==> src/inc/ptvd_regs.svh <==
// Register map, field positions and reset values of the target images.
// Included by the design files; holds definitions only.
`ifndef PTVD_REGS_SVH
`define PTVD_REGS_SVH

// Byte offsets on the register port
`define PTVD_OFS_CTL6 12'h1c8
`define PTVD_OFS_BS6 12'h1cc
`define PTVD_OFS_BD6 12'h1d0
`define PTVD_OFS_TO6 12'h1d4
`define PTVD_OFS_CTL7 12'h1dc
`define PTVD_OFS_BS7 12'h1e0
`define PTVD_OFS_BD7 12'h1e4
`define PTVD_OFS_TO7 12'h1e8
`define PTVD_OFS_STAT 12'h1f0

// Control field positions
`define PTVD_EN_BIT 31
`define PTVD_POSTED_WRITE_SELECT_BIT 30
`define PTVD_VDW_HI 23
`define PTVD_VDW_LO 22
`define PTVD_VAS_HI 18
`define PTVD_VAS_LO 16
`define PTVD_PGM_BIT 14
`define PTVD_SUPER_BIT 12
`define PTVD_VCT_BIT 8
`define PTVD_LAS_BIT 0

// Reset values and writable masks
`define PTVD_CTL_RST 32'h0080_0000
`define PTVD_CTL_MASK 32'hc0c7_5101
`define PTVD_WIN_RST 32'h0000_0000
`define PTVD_WIN_MASK 32'hffff_0000
`define PTVD_STAT_MASK 32'h0000_0007

// Address modifier upper bits per space
`define PTVD_AM_A32 3'b001
`define PTVD_AM_A24 3'b111
`define PTVD_AM_SHORT 3'b101
`define PTVD_AM_USER 3'b010

`endif

==> src/inc/ptvd_pkg.sv <==
// Types shared by the target image decoder files.
// Assumes ptvd_regs.svh supplies the numeric map.
package ptvd_pkg;

    typedef enum logic [1:0] {
        WIDTH_8 = 2'b00,
        WIDTH_16 = 2'b01,
        WIDTH_32 = 2'b10,
        WIDTH_64 = 2'b11
    } ptvd_width_type;

    typedef enum logic [2:0] {
        SPACE_A16 = 3'b000,
        SPACE_A24 = 3'b001,
        SPACE_A32 = 3'b010,
        SPACE_RSV3 = 3'b011,
        SPACE_RSV4 = 3'b100,
        SPACE_CRCSR = 3'b101,
        SPACE_USER1 = 3'b110,
        SPACE_USER2 = 3'b111
    } ptvd_space_type;

endpackage : ptvd_pkg

==> src/hdl/ptvd_top.sv <==
// PCI-to-VMEbus target images 6 and 7: registers, decode and mapping.
// Assumes a synchronous register master and a one-cycle PCI request.
`timescale 1ns/1ps
`include "ptvd_regs.svh"

module ptvd_top (
    input wire logic ref_clk,
    input wire logic reset_n,
    input wire logic [11:0] reg_addr,
    input wire logic [31:0] reg_wdata,
    input wire logic reg_wr,
    input wire logic reg_rd,
    output logic [31:0] reg_rdata,
    input wire logic pci_req,
    input wire logic [31:0] pci_addr,
    input wire logic pci_io,
    input wire logic pci_write,
    output logic vme_req,
    output logic vme_image,
    output logic [31:0] vme_addr,
    output logic [5:0] vme_am,
    output logic [1:0] vme_width,
    output logic [2:0] vme_space,
    output logic vme_blt,
    output logic vme_mblt,
    output logic vme_posted,
    output logic pci_miss
);
    // ------------------------------------------------------------
    // Register decode
    // ------------------------------------------------------------
    // Index {image, kind}: kind 0 ctl, 1 base, 2 bound, 3 offset
    function automatic logic [3:0] reg_sel(input logic [11:0] a);
        logic [3:0] s;
        s = 4'hf;
        unique case (a)
            `PTVD_OFS_CTL6: s = 4'h0;
            `PTVD_OFS_BS6: s = 4'h1;
            `PTVD_OFS_BD6: s = 4'h2;
            `PTVD_OFS_TO6: s = 4'h3;
            `PTVD_OFS_CTL7: s = 4'h4;
            `PTVD_OFS_BS7: s = 4'h5;
            `PTVD_OFS_BD7: s = 4'h6;
            `PTVD_OFS_TO7: s = 4'h7;
            `PTVD_OFS_STAT: s = 4'h8;
            default: s = 4'hf;
        endcase
        return s;
    endfunction : reg_sel

    logic [31:0] ctl_q [2];
    logic [31:0] bs_q [2];
    logic [31:0] bd_q [2];
    logic [31:0] to_q [2];
    logic [2:0] stat_q;
    logic [2:0] stat_set;
    logic [3:0] wr_sel;

    assign wr_sel = reg_sel(reg_addr);

    // ------------------------------------------------------------
    // Window registers
    // ------------------------------------------------------------
    for (genvar i = 0; i < 2; i++) begin : g_img_regs
        always_ff @(posedge ref_clk or negedge reset_n) begin
            if (!reset_n) begin
                ctl_q[i] <= `PTVD_CTL_RST;
            end else if (reg_wr && wr_sel == {1'b0, 1'(i), 2'd0}) begin
                ctl_q[i] <= reg_wdata & `PTVD_CTL_MASK;
            end
        end

        always_ff @(posedge ref_clk or negedge reset_n) begin
            if (!reset_n) begin
                bs_q[i] <= `PTVD_WIN_RST;
                bd_q[i] <= `PTVD_WIN_RST;
                to_q[i] <= `PTVD_WIN_RST;
            end else if (reg_wr) begin
                if (wr_sel == {1'b0, 1'(i), 2'd1}) begin
                    bs_q[i] <= reg_wdata & `PTVD_WIN_MASK;
                end
                if (wr_sel == {1'b0, 1'(i), 2'd2}) begin
                    bd_q[i] <= reg_wdata & `PTVD_WIN_MASK;
                end
                if (wr_sel == {1'b0, 1'(i), 2'd3}) begin
                    to_q[i] <= reg_wdata & `PTVD_WIN_MASK;
                end
            end
        end
    end

    // ------------------------------------------------------------
    // Decode status, write one to clear
    // ------------------------------------------------------------
    // A new event in the clearing cycle keeps its bit set
    always_ff @(posedge ref_clk or negedge reset_n) begin
        if (!reset_n) begin
            stat_q <= 3'b000;
        end else if (reg_wr && wr_sel == 4'h8) begin
            stat_q <= (stat_q & ~reg_wdata[2:0]) | stat_set;
        end else begin
            stat_q <= stat_q | stat_set;
        end
    end

    // ------------------------------------------------------------
    // Register read, data valid the cycle after the strobe
    // ------------------------------------------------------------
    always_ff @(posedge ref_clk or negedge reset_n) begin
        if (!reset_n) begin
            reg_rdata <= 32'h0000_0000;
        end else if (!reg_rd) begin
            reg_rdata <= 32'h0000_0000;
        end else begin
            unique case (reg_sel(reg_addr))
                4'h0: reg_rdata <= ctl_q[0];
                4'h1: reg_rdata <= bs_q[0];
                4'h2: reg_rdata <= bd_q[0];
                4'h3: reg_rdata <= to_q[0];
                4'h4: reg_rdata <= ctl_q[1];
                4'h5: reg_rdata <= bs_q[1];
                4'h6: reg_rdata <= bd_q[1];
                4'h7: reg_rdata <= to_q[1];
                4'h8: reg_rdata <= {29'h0000_0000, stat_q};
                default: reg_rdata <= 32'h0000_0000;
            endcase
        end
    end

    // ------------------------------------------------------------
    // Image decoders
    // ------------------------------------------------------------
    logic [1:0] img_hit;
    logic [31:0] img_addr [2];
    logic [5:0] img_am [2];
    logic [1:0] img_blt;
    logic [1:0] img_mblt;
    logic [1:0] img_posted;

    for (genvar i = 0; i < 2; i++) begin : g_img
        ptvd_image u_image (
            .ctl(ctl_q[i]),
            .window_base(bs_q[i]),
            .window_bound(bd_q[i]),
            .address_translation_offset(to_q[i]),
            .pci_addr(pci_addr),
            .pci_io(pci_io),
            .pci_write(pci_write),
            .hit(img_hit[i]),
            .vme_addr(img_addr[i]),
            .vme_am(img_am[i]),
            .blt(img_blt[i]),
            .mblt(img_mblt[i]),
            .posted(img_posted[i])
        );
    end

    // Image 6 wins where the two windows overlap
    logic sel_d;
    assign sel_d = !img_hit[0];
    assign stat_set = {pci_req && img_hit == 2'b00,
        pci_req && img_hit == 2'b10, pci_req && img_hit[0]};

    // ------------------------------------------------------------
    // Mapped VMEbus request
    // ------------------------------------------------------------
    always_ff @(posedge ref_clk or negedge reset_n) begin
        if (!reset_n) begin
            vme_req <= 1'b0;
            pci_miss <= 1'b0;
        end else begin
            vme_req <= pci_req && img_hit != 2'b00;
            pci_miss <= pci_req && img_hit == 2'b00;
        end
    end

    // Attributes hold their last value between requests
    always_ff @(posedge ref_clk or negedge reset_n) begin
        if (!reset_n) begin
            vme_image <= 1'b0;
            vme_addr <= 32'h0000_0000;
            vme_am <= 6'h00;
            vme_width <= 2'b00;
            vme_space <= 3'b000;
            vme_blt <= 1'b0;
            vme_mblt <= 1'b0;
            vme_posted <= 1'b0;
        end else if (pci_req && img_hit != 2'b00) begin
            vme_image <= sel_d;
            vme_addr <= img_addr[sel_d];
            vme_am <= img_am[sel_d];
            vme_width <= ctl_q[sel_d][`PTVD_VDW_HI:`PTVD_VDW_LO];
            vme_space <= ctl_q[sel_d][`PTVD_VAS_HI:`PTVD_VAS_LO];
            vme_blt <= img_blt[sel_d];
            vme_mblt <= img_mblt[sel_d];
            vme_posted <= img_posted[sel_d];
        end
    end

    // ------------------------------------------------------------
    // Checks
    // ------------------------------------------------------------
    logic [31:0] chk_ctl;
    logic [31:0] chk_bs;
    logic [31:0] chk_bd;
    logic [31:0] chk_to;
    logic [127:0] prev_q [2];

    // Image settings one cycle back, as the request edge saw them
    always_ff @(posedge ref_clk or negedge reset_n) begin
        if (!reset_n) begin
            prev_q[0] <= {`PTVD_CTL_RST, `PTVD_WIN_RST, `PTVD_WIN_RST,
                `PTVD_WIN_RST};
            prev_q[1] <= {`PTVD_CTL_RST, `PTVD_WIN_RST, `PTVD_WIN_RST,
                `PTVD_WIN_RST};
        end else begin
            prev_q[0] <= {ctl_q[0], bs_q[0], bd_q[0], to_q[0]};
            prev_q[1] <= {ctl_q[1], bs_q[1], bd_q[1], to_q[1]};
        end
    end

    assign {chk_ctl, chk_bs, chk_bd, chk_to} = prev_q[vme_image];

    width_map_a: assert property (@(posedge ref_clk) disable iff (!reset_n)
        vme_req |-> vme_width == chk_ctl[`PTVD_VDW_HI:`PTVD_VDW_LO]
    ) else $error("data width not from image control");

    space_legal_a: assert property (@(posedge ref_clk) disable iff (!reset_n)
        vme_req |-> vme_space != ptvd_pkg::SPACE_RSV3 &&
            vme_space != ptvd_pkg::SPACE_RSV4
    ) else $error("reserved space decoded");

    am_space_a: assert property (@(posedge ref_clk) disable iff (!reset_n)
        vme_req && vme_space == ptvd_pkg::SPACE_CRCSR |-> vme_am == 6'h2f
    ) else $error("CR/CSR modifier wrong");

    blt_gate_a: assert property (@(posedge ref_clk) disable iff (!reset_n)
        vme_req |-> vme_blt == (chk_ctl[`PTVD_VCT_BIT] &&
            (vme_space == ptvd_pkg::SPACE_A24 ||
            vme_space == ptvd_pkg::SPACE_A32) &&
            vme_width != ptvd_pkg::WIDTH_64)
    ) else $error("block transfer select misapplied");

    blt_width_a: assert property (@(posedge ref_clk) disable iff (!reset_n)
        vme_req && vme_width == ptvd_pkg::WIDTH_64 |-> !vme_blt
    ) else $error("BLT at 64-bit width");

    mblt_use_a: assert property (@(posedge ref_clk) disable iff (!reset_n)
        vme_req && vme_width == ptvd_pkg::WIDTH_64 &&
            vme_space inside {ptvd_pkg::SPACE_A24, ptvd_pkg::SPACE_A32}
            |-> vme_mblt && vme_am[1:0] == 2'b00
    ) else $error("MBLT not used");

    pci_space_a: assert property (@(posedge ref_clk) disable iff (!reset_n)
        vme_req |-> $past(pci_io) == chk_ctl[`PTVD_LAS_BIT]
    ) else $error("PCI space select ignored");

    io_coupled_a: assert property (@(posedge ref_clk) disable iff (!reset_n)
        pci_req && pci_io |=> !vme_posted || !vme_req
    ) else $error("I/O cycle posted");

    window_low_a: assert property (@(posedge ref_clk) disable iff (!reset_n)
        vme_req |-> $past(pci_addr[31:16]) >= chk_bs[31:16]
    ) else $error("hit below base");

    window_high_a: assert property (@(posedge ref_clk) disable iff (!reset_n)
        vme_req && chk_bd[31:16] != 16'h0000 |->
            $past(pci_addr[31:16]) < chk_bd[31:16]
    ) else $error("hit at or above bound");

    open_bound_a: assert property (@(posedge ref_clk) disable iff (!reset_n)
        pci_req && ctl_q[0][`PTVD_EN_BIT] &&
            pci_io == ctl_q[0][`PTVD_LAS_BIT] &&
            !(ctl_q[0][`PTVD_VAS_HI:`PTVD_VAS_LO] inside
            {ptvd_pkg::SPACE_RSV3, ptvd_pkg::SPACE_RSV4}) &&
            bd_q[0] == 32'h0000_0000 && pci_addr[31:16] >= bs_q[0][31:16]
            |=> vme_req && !vme_image
    ) else $error("open window missed");

    granule_a: assert property (@(posedge ref_clk) disable iff (!reset_n)
        bs_q[0][15:0] == 16'h0000 && bd_q[1][15:0] == 16'h0000
    ) else $error("window below 64 KB granule");

    xlat_a: assert property (@(posedge ref_clk) disable iff (!reset_n)
        vme_req |-> vme_addr == {16'($past(pci_addr[31:16]) +
            chk_to[31:16]), $past(pci_addr[15:0])}
    ) else $error("translated address wrong");

    disabled_a: assert property (@(posedge ref_clk) disable iff (!reset_n)
        pci_req && !ctl_q[0][`PTVD_EN_BIT] && !ctl_q[1][`PTVD_EN_BIT]
            |=> !vme_req && pci_miss
    ) else $error("disabled window decoded");

    posted_a: assert property (@(posedge ref_clk) disable iff (!reset_n)
        vme_req |-> vme_posted == ($past(pci_write) &&
            chk_ctl[`PTVD_POSTED_WRITE_SELECT_BIT] && !chk_ctl[`PTVD_LAS_BIT])
    ) else $error("posting choice wrong");

    am_priv_a: assert property (@(posedge ref_clk) disable iff (!reset_n)
        vme_req && vme_space == ptvd_pkg::SPACE_A32 && !vme_blt &&
            !vme_mblt |-> vme_am == {3'b001,
            chk_ctl[`PTVD_SUPER_BIT], chk_ctl[`PTVD_PGM_BIT],
            !chk_ctl[`PTVD_PGM_BIT]}
    ) else $error("address modifier wrong");

endmodule : ptvd_top

==> src/hdl/ptvd_image.sv <==
// Window match, address translation and cycle attributes of one image.
// Purely combinational; the parent registers every result.
`timescale 1ns/1ps
`include "ptvd_regs.svh"

module ptvd_image (
    input wire logic [31:0] ctl,
    input wire logic [31:0] window_base,
    input wire logic [31:0] window_bound,
    input wire logic [31:0] address_translation_offset,
    input wire logic [31:0] pci_addr,
    input wire logic pci_io,
    input wire logic pci_write,
    output logic hit,
    output logic [31:0] vme_addr,
    output logic [5:0] vme_am,
    output logic blt,
    output logic mblt,
    output logic posted
);
    logic [2:0] vme_address_space;
    logic [1:0] vme_max_data_width;
    logic long_space;
    logic reserved_space;
    logic above_base;
    logic below_bound;
    logic [1:0] am_low;

    assign vme_address_space = ctl[`PTVD_VAS_HI:`PTVD_VAS_LO];
    assign vme_max_data_width = ctl[`PTVD_VDW_HI:`PTVD_VDW_LO];
    assign long_space = (vme_address_space == ptvd_pkg::SPACE_A24) ||
        (vme_address_space == ptvd_pkg::SPACE_A32);
    assign reserved_space = (vme_address_space == ptvd_pkg::SPACE_RSV3) ||
        (vme_address_space == ptvd_pkg::SPACE_RSV4);

    // Only bits 31:16 compare: 64 KB granules
    assign above_base = pci_addr[31:16] >= window_base[31:16];
    assign below_bound = (window_bound[31:16] == 16'h0000) ||
        (pci_addr[31:16] < window_bound[31:16]);
    assign hit = ctl[`PTVD_EN_BIT] &&
        (pci_io == ctl[`PTVD_LAS_BIT]) &&
        !reserved_space && above_base && below_bound;

    // Carry out of bit 31 is dropped: wraps modulo 4 GB
    assign vme_addr = {pci_addr[31:16] +
        address_translation_offset[31:16], pci_addr[15:0]};

    assign posted = ctl[`PTVD_POSTED_WRITE_SELECT_BIT] && !ctl[`PTVD_LAS_BIT] &&
        pci_write;
    assign mblt = long_space &&
        (vme_max_data_width == ptvd_pkg::WIDTH_64);
    assign blt = ctl[`PTVD_VCT_BIT] && long_space &&
        (vme_max_data_width != ptvd_pkg::WIDTH_64);

    always_comb begin
        if (mblt) begin
            am_low = 2'b00;
        end else if (blt) begin
            am_low = 2'b11;
        end else if (ctl[`PTVD_PGM_BIT]) begin
            am_low = 2'b10;
        end else begin
            am_low = 2'b01;
        end
    end

    always_comb begin
        unique case (vme_address_space)
            ptvd_pkg::SPACE_A32: begin
                vme_am = {`PTVD_AM_A32, ctl[`PTVD_SUPER_BIT], am_low};
            end
            ptvd_pkg::SPACE_A24: begin
                vme_am = {`PTVD_AM_A24, ctl[`PTVD_SUPER_BIT], am_low};
            end
            ptvd_pkg::SPACE_A16: begin
                vme_am = {`PTVD_AM_SHORT, ctl[`PTVD_SUPER_BIT], 2'b01};
            end
            ptvd_pkg::SPACE_CRCSR: begin
                vme_am = {`PTVD_AM_SHORT, 3'b111};
            end
            ptvd_pkg::SPACE_USER1, ptvd_pkg::SPACE_USER2: begin
                vme_am = {`PTVD_AM_USER, vme_address_space[0],
                    ctl[`PTVD_SUPER_BIT], 1'b0};
            end
            default: begin
                vme_am = 6'h00;
            end
        endcase
    end

endmodule : ptvd_image

==> config.mk <==
export PLATFORM = sky130hd
export DESIGN_NAME = ptvd_top
export DESIGN_NICKNAME = d
export VERILOG_FILES = /design/src/inc/ptvd_pkg.sv /design/src/hdl/ptvd_top.sv /design/src/hdl/ptvd_image.sv
export VERILOG_INCLUDE_DIRS = /design/src /design/src/inc
export SDC_FILE = /design/constraint.sdc
export NUM_CORES = 1
export LEC_CHECK = 0
export ABC_CLOCK_PERIOD_IN_PS = 5200
export BUFFER_PORTS_ARGS = -buffer_cell sky130_fd_sc_hd__buf_2
export CAP_MARGIN = 20
export CORE_MARGIN = 2
export CORE_UTILIZATION = 50
export DETAILED_ROUTE_END_ITERATION = 10
export HOLD_SLACK_MARGIN = 0.05
export PLACE_DENSITY = 0.71
export SLEW_MARGIN = 30
export SYNTH_ARGS = -nofsm -noshare
export SYNTH_HDL_FRONTEND = slang
export SYNTH_SLANG_ARGS = --single-unit
export TNS_END_PERCENT = 5
==> constraint.sdc <==
create_clock -name ref_clk -period 5.2 [get_ports ref_clk]
set_input_delay 0.26 -clock ref_clk [delete_from_list [all_inputs] [get_ports ref_clk]]
set_output_delay 0.26 -clock ref_clk [all_outputs]
set_load 0.02 [all_outputs]
==> results_dict.tcl <==
set metrics [dict create \
    status "finished, final reports clean" \
    num_antenna_cells 0 \
    grt_max_degree 93 \
    tns_ns 0 \
    setup_viol 0 \
    seq_area_frac_synth 0.440 \
    cts.sinks 192 \
    critical_path_arrival_ns 5.21 \
    routedWlPerCell_um 21.3 \
    leakagePower_nw 6.12 \
    rsz0062_at_grt "false" \
    path_delay_family "compound AO/OA/AOI/OAI gates" \
    ios 164 \
    first_iter_violations 680 \
    vias_per_cell 5.99 \
    ys_seq_elements 192 \
    endpoint "vme_addr[26]" \
    fmax_mhz 205 \
    cpPeakStageDelay_ns 0.54 \
    cts_buffers 17 \
    cp_max_fo 5 \
    io_buffers 143 \
    timing.critical_path.buf_inv 2 \
    routed_wl_mm 29.8 \
    synth_flop_cell "dfrtp_1" \
    clk_latency_ns 0.44 \
    async_reset_ff_frac 1.00 \
    ant_nets 0 \
    finalMaxSlewViolations 0 \
    clockBufferDepth 2 \
    dpl.hpwl_mm 21.2 \
    drive_gt1_frac 0.335 \
    nNetsFinal 1269 \
    h-tree-depth 4 \
    grtUsageTotal 0.264 \
    crit_path_frequent_cell "ha_1" \
    start_util 0.505 \
    drc 0 \
    postSynthCellCount 958 \
    clock_skew_ns 0.00950 \
    synth.top_cell.area_share 0.436 \
    synth_cell_types 76 \
    r2r_slack_ns 0.32 \
    worst_pin_slew_ns 0.994 \
    relSlewSlack 0.336 \
    finalCritPeriodShare 0.939 \
    r2r_start "bd_q[59]" \
    synth_top_area_cell "dfrtp_1" \
    num_rows 54 \
    path_depth 18 \
    crit_path_start "bd_q[59]" \
    worstSetupPathType "register to register" \
    die_y_um 152 \
    grt_pass1_vias 8002 \
    hold_viol_final 0 \
    antenna_found_initial 1 \
    vdd_drop_max_v 0.000171 \
    utilization 0.583 \
    synth_edf_count 0 \
    area_delta_synth_final_pct 15.5 \
    cpMaxStageDelayCell "or4_4" \
    gp_congestion 0.956 \
    crit_chain "inv_1 -> ha_1 -> and4_1 -> nand2_1 -> or4_4 -> a31oi_2 -> nor2_2 -> mux2_2 -> ha_1 -> fa_1 -> a21o_1 -> a21oi_1 -> buf_4 -> o21bai_1 -> a221o_1 -> a31oi_1 -> xnor2_1 -> mux2_4" \
    fin_crit_ns 4.88 \
    core_mm2 0.0216 \
    yosys_warnings 0 \
    syn-cell-area_mm2 0.0109 \
    rr_endpoint "vme_addr[26]" \
    first_pass_iters 5 \
    cp.required_ns 5.53 \
    crit_path_end_kind "register" \
    synth_area_leaders "dfrtp_1 44%, mux2_2 14%, ha_1 8.9%" \
    powerDensity_mw_per_mm2 248 \
    gr-total-overflow 0 \
    cts_root_buf "clkbuf_16" \
    clk_pin_slew_ns 0.08 \
    syn_area_per_cell_um2 11.4 \
    cap_violations 0 \
    die_area_mm2 0.0230 \
    die_w_um 152 \
    cts_tree "done" \
    min_path_type "primary input to register" \
    ff2ff_path_depth 18 \
    dr_total_vias 8382 \
    grt_pass1_wl_mm 45.7 \
    start_kind "register" \
]
-- cells in the final DEF, fill, tap and decap left out, drive strengths merged, types with 5 or more instances in the layout --
cell / synthesis / routed
nor4: 11 / 11
clkbuf: 14 / 18
a21o: 6 / 6
conb: 1 / 10
mux2i: 6 / 6
nor2b: 12 / 12
a22oi: 19 / 19
nor2: 29 / 29
and3: 6 / 6
o21ai: 22 / 22
inv: 72 / 80
a21oi: 40 / 40
dfrtp: 190 / 190
mux2: 165 / 165
nand3b: 5 / 5
buf: 36 / 160
nor3: 21 / 21
nand4: 7 / 7
nand2: 60 / 60
and4: 7 / 7
a2111oi: 7 / 7
a222oi: 24 / 24
dlygate4sd3: 0 / 10
nand3: 17 / 17
ha: 78 / 78
a31oi: 26 / 26
xnor2: 15 / 15
nand2b: 9 / 9
-- layer usage --
layer	vias to the layer above	part of all wire	GRT usage
li1	3825	-	-
met1	4172	0.43	0.358
met2	332	0.47	0.430
met3	51	0.073	0.0527
met4	2	0.020	0.0806
met5	-	0.00023	0
-- report_power, final --
part / internal (W) / switching (W) / leakage (nW)
logic: 0.0000901 / 0.000157 / 3.16
registers: 0.00151 / 0.00000996 / 2.66
clock network: 0.000696 / 0.000663 / 0.294
-- cells in the mapped netlist, types with 15 or more instances --
cell,instances
dfrtp_1,190
nand2_1,57
nor3_1,19
a22oi_1,19
o21ai_0,22
a21oi_1,40
a31oi_1,25
nor2_1,28
xnor2_1,15
ha_1,78
mux2_4,26
buf_2,15
mux2_2,131
nand3_1,15
a222oi_1,24
inv_1,71
-- cell families (layout without fill, tap and decap cells) --
logic type | after synthesis | count (layout) | share of synthesized area
and+or+nand+nor | 197 | 197 | 0.100
AOI/OAI and AO/OA | 180 | 180 | 0.118
xor gates and xnor gates | 16 | 16 | 0.0128
DFF | 192 | 192 | 0.440
other | 1 | 10 | 0.000344
muxes | 171 | 171 | 0.185
adders and majority gates | 79 | 79 | 0.0912
buffers and inverters | 122 | 275 | 0.0524
-- cell type report --
type / instances / area [um2]
Timing Repair Buffer: 171 / 971
Tap cell: 280 / 350
Multi-Input combinational cell: 653 / 5590
Fill cell: 1811 / 9010
Inverter: 72 / 275
Clock buffer: 17 / 425
Sequential cell: 192 / 4810
Clock inverter: 15 / 188
-- per-stage QoR --
step / worst slack, ns / power, W / hold slack, ns / cell area, um2 / cells
floorplan: 0.772 / 0.00166 / -0.0356 / 10900 / 967
global placement: 0.429 / 0.00178 / 0.372 / 11900 / 1355
detailed placement: 0.343 / 0.00178 / 0.377 / 11900 / 1355
CTS: 0.289 / 0.00313 / 0.0509 / 12600 / 1396
global route: 0.00770 / 0.00323 / 0.0510 / 12600 / 1400
finish: 0.320 / 0.00312 / 0.0549 / 12600 / 1400
-- sequential cells by signal (all words and copies together), names as in the netlist --
name	flops
to_q	32
reg_rdata	22
ctl_q	22
vme_addr	32
stat_q	3
vme_space	3
vme_posted	1
pci_miss	1
vme_req	1
vme_am	6
bd_q	32
vme_mblt	1
vme_image	1
vme_width	2
vme_blt	1
bs_q	32
-- how the worst min path moves through the flow --
stage                             from      endpoint  slack, ns  cells past startpoint
after floorplan                reset_n      bd_q[16]      -0.04                      0
after global placement         reset_n  vme_addr[30]       0.37                      1
after detailed placement       reset_n  vme_addr[30]       0.38                      1
after CTS                 pci_addr[14]  vme_addr[14]       0.05                      2
after global routing       pci_addr[4]   vme_addr[4]       0.05                      2
final                     pci_addr[15]  vme_addr[15]       0.05                      2
-- what timing repair did --
item | 4_1_cts | 5_1_grt
hold buffers | 9 | 1
setup endpoints to repair | 0 | 1
hold endpoints to repair | 96 | 1
resized for setup | 0 | 3
setup buffers | 0 | 0
Note: power is estimated with default switching activity, not from simulation.
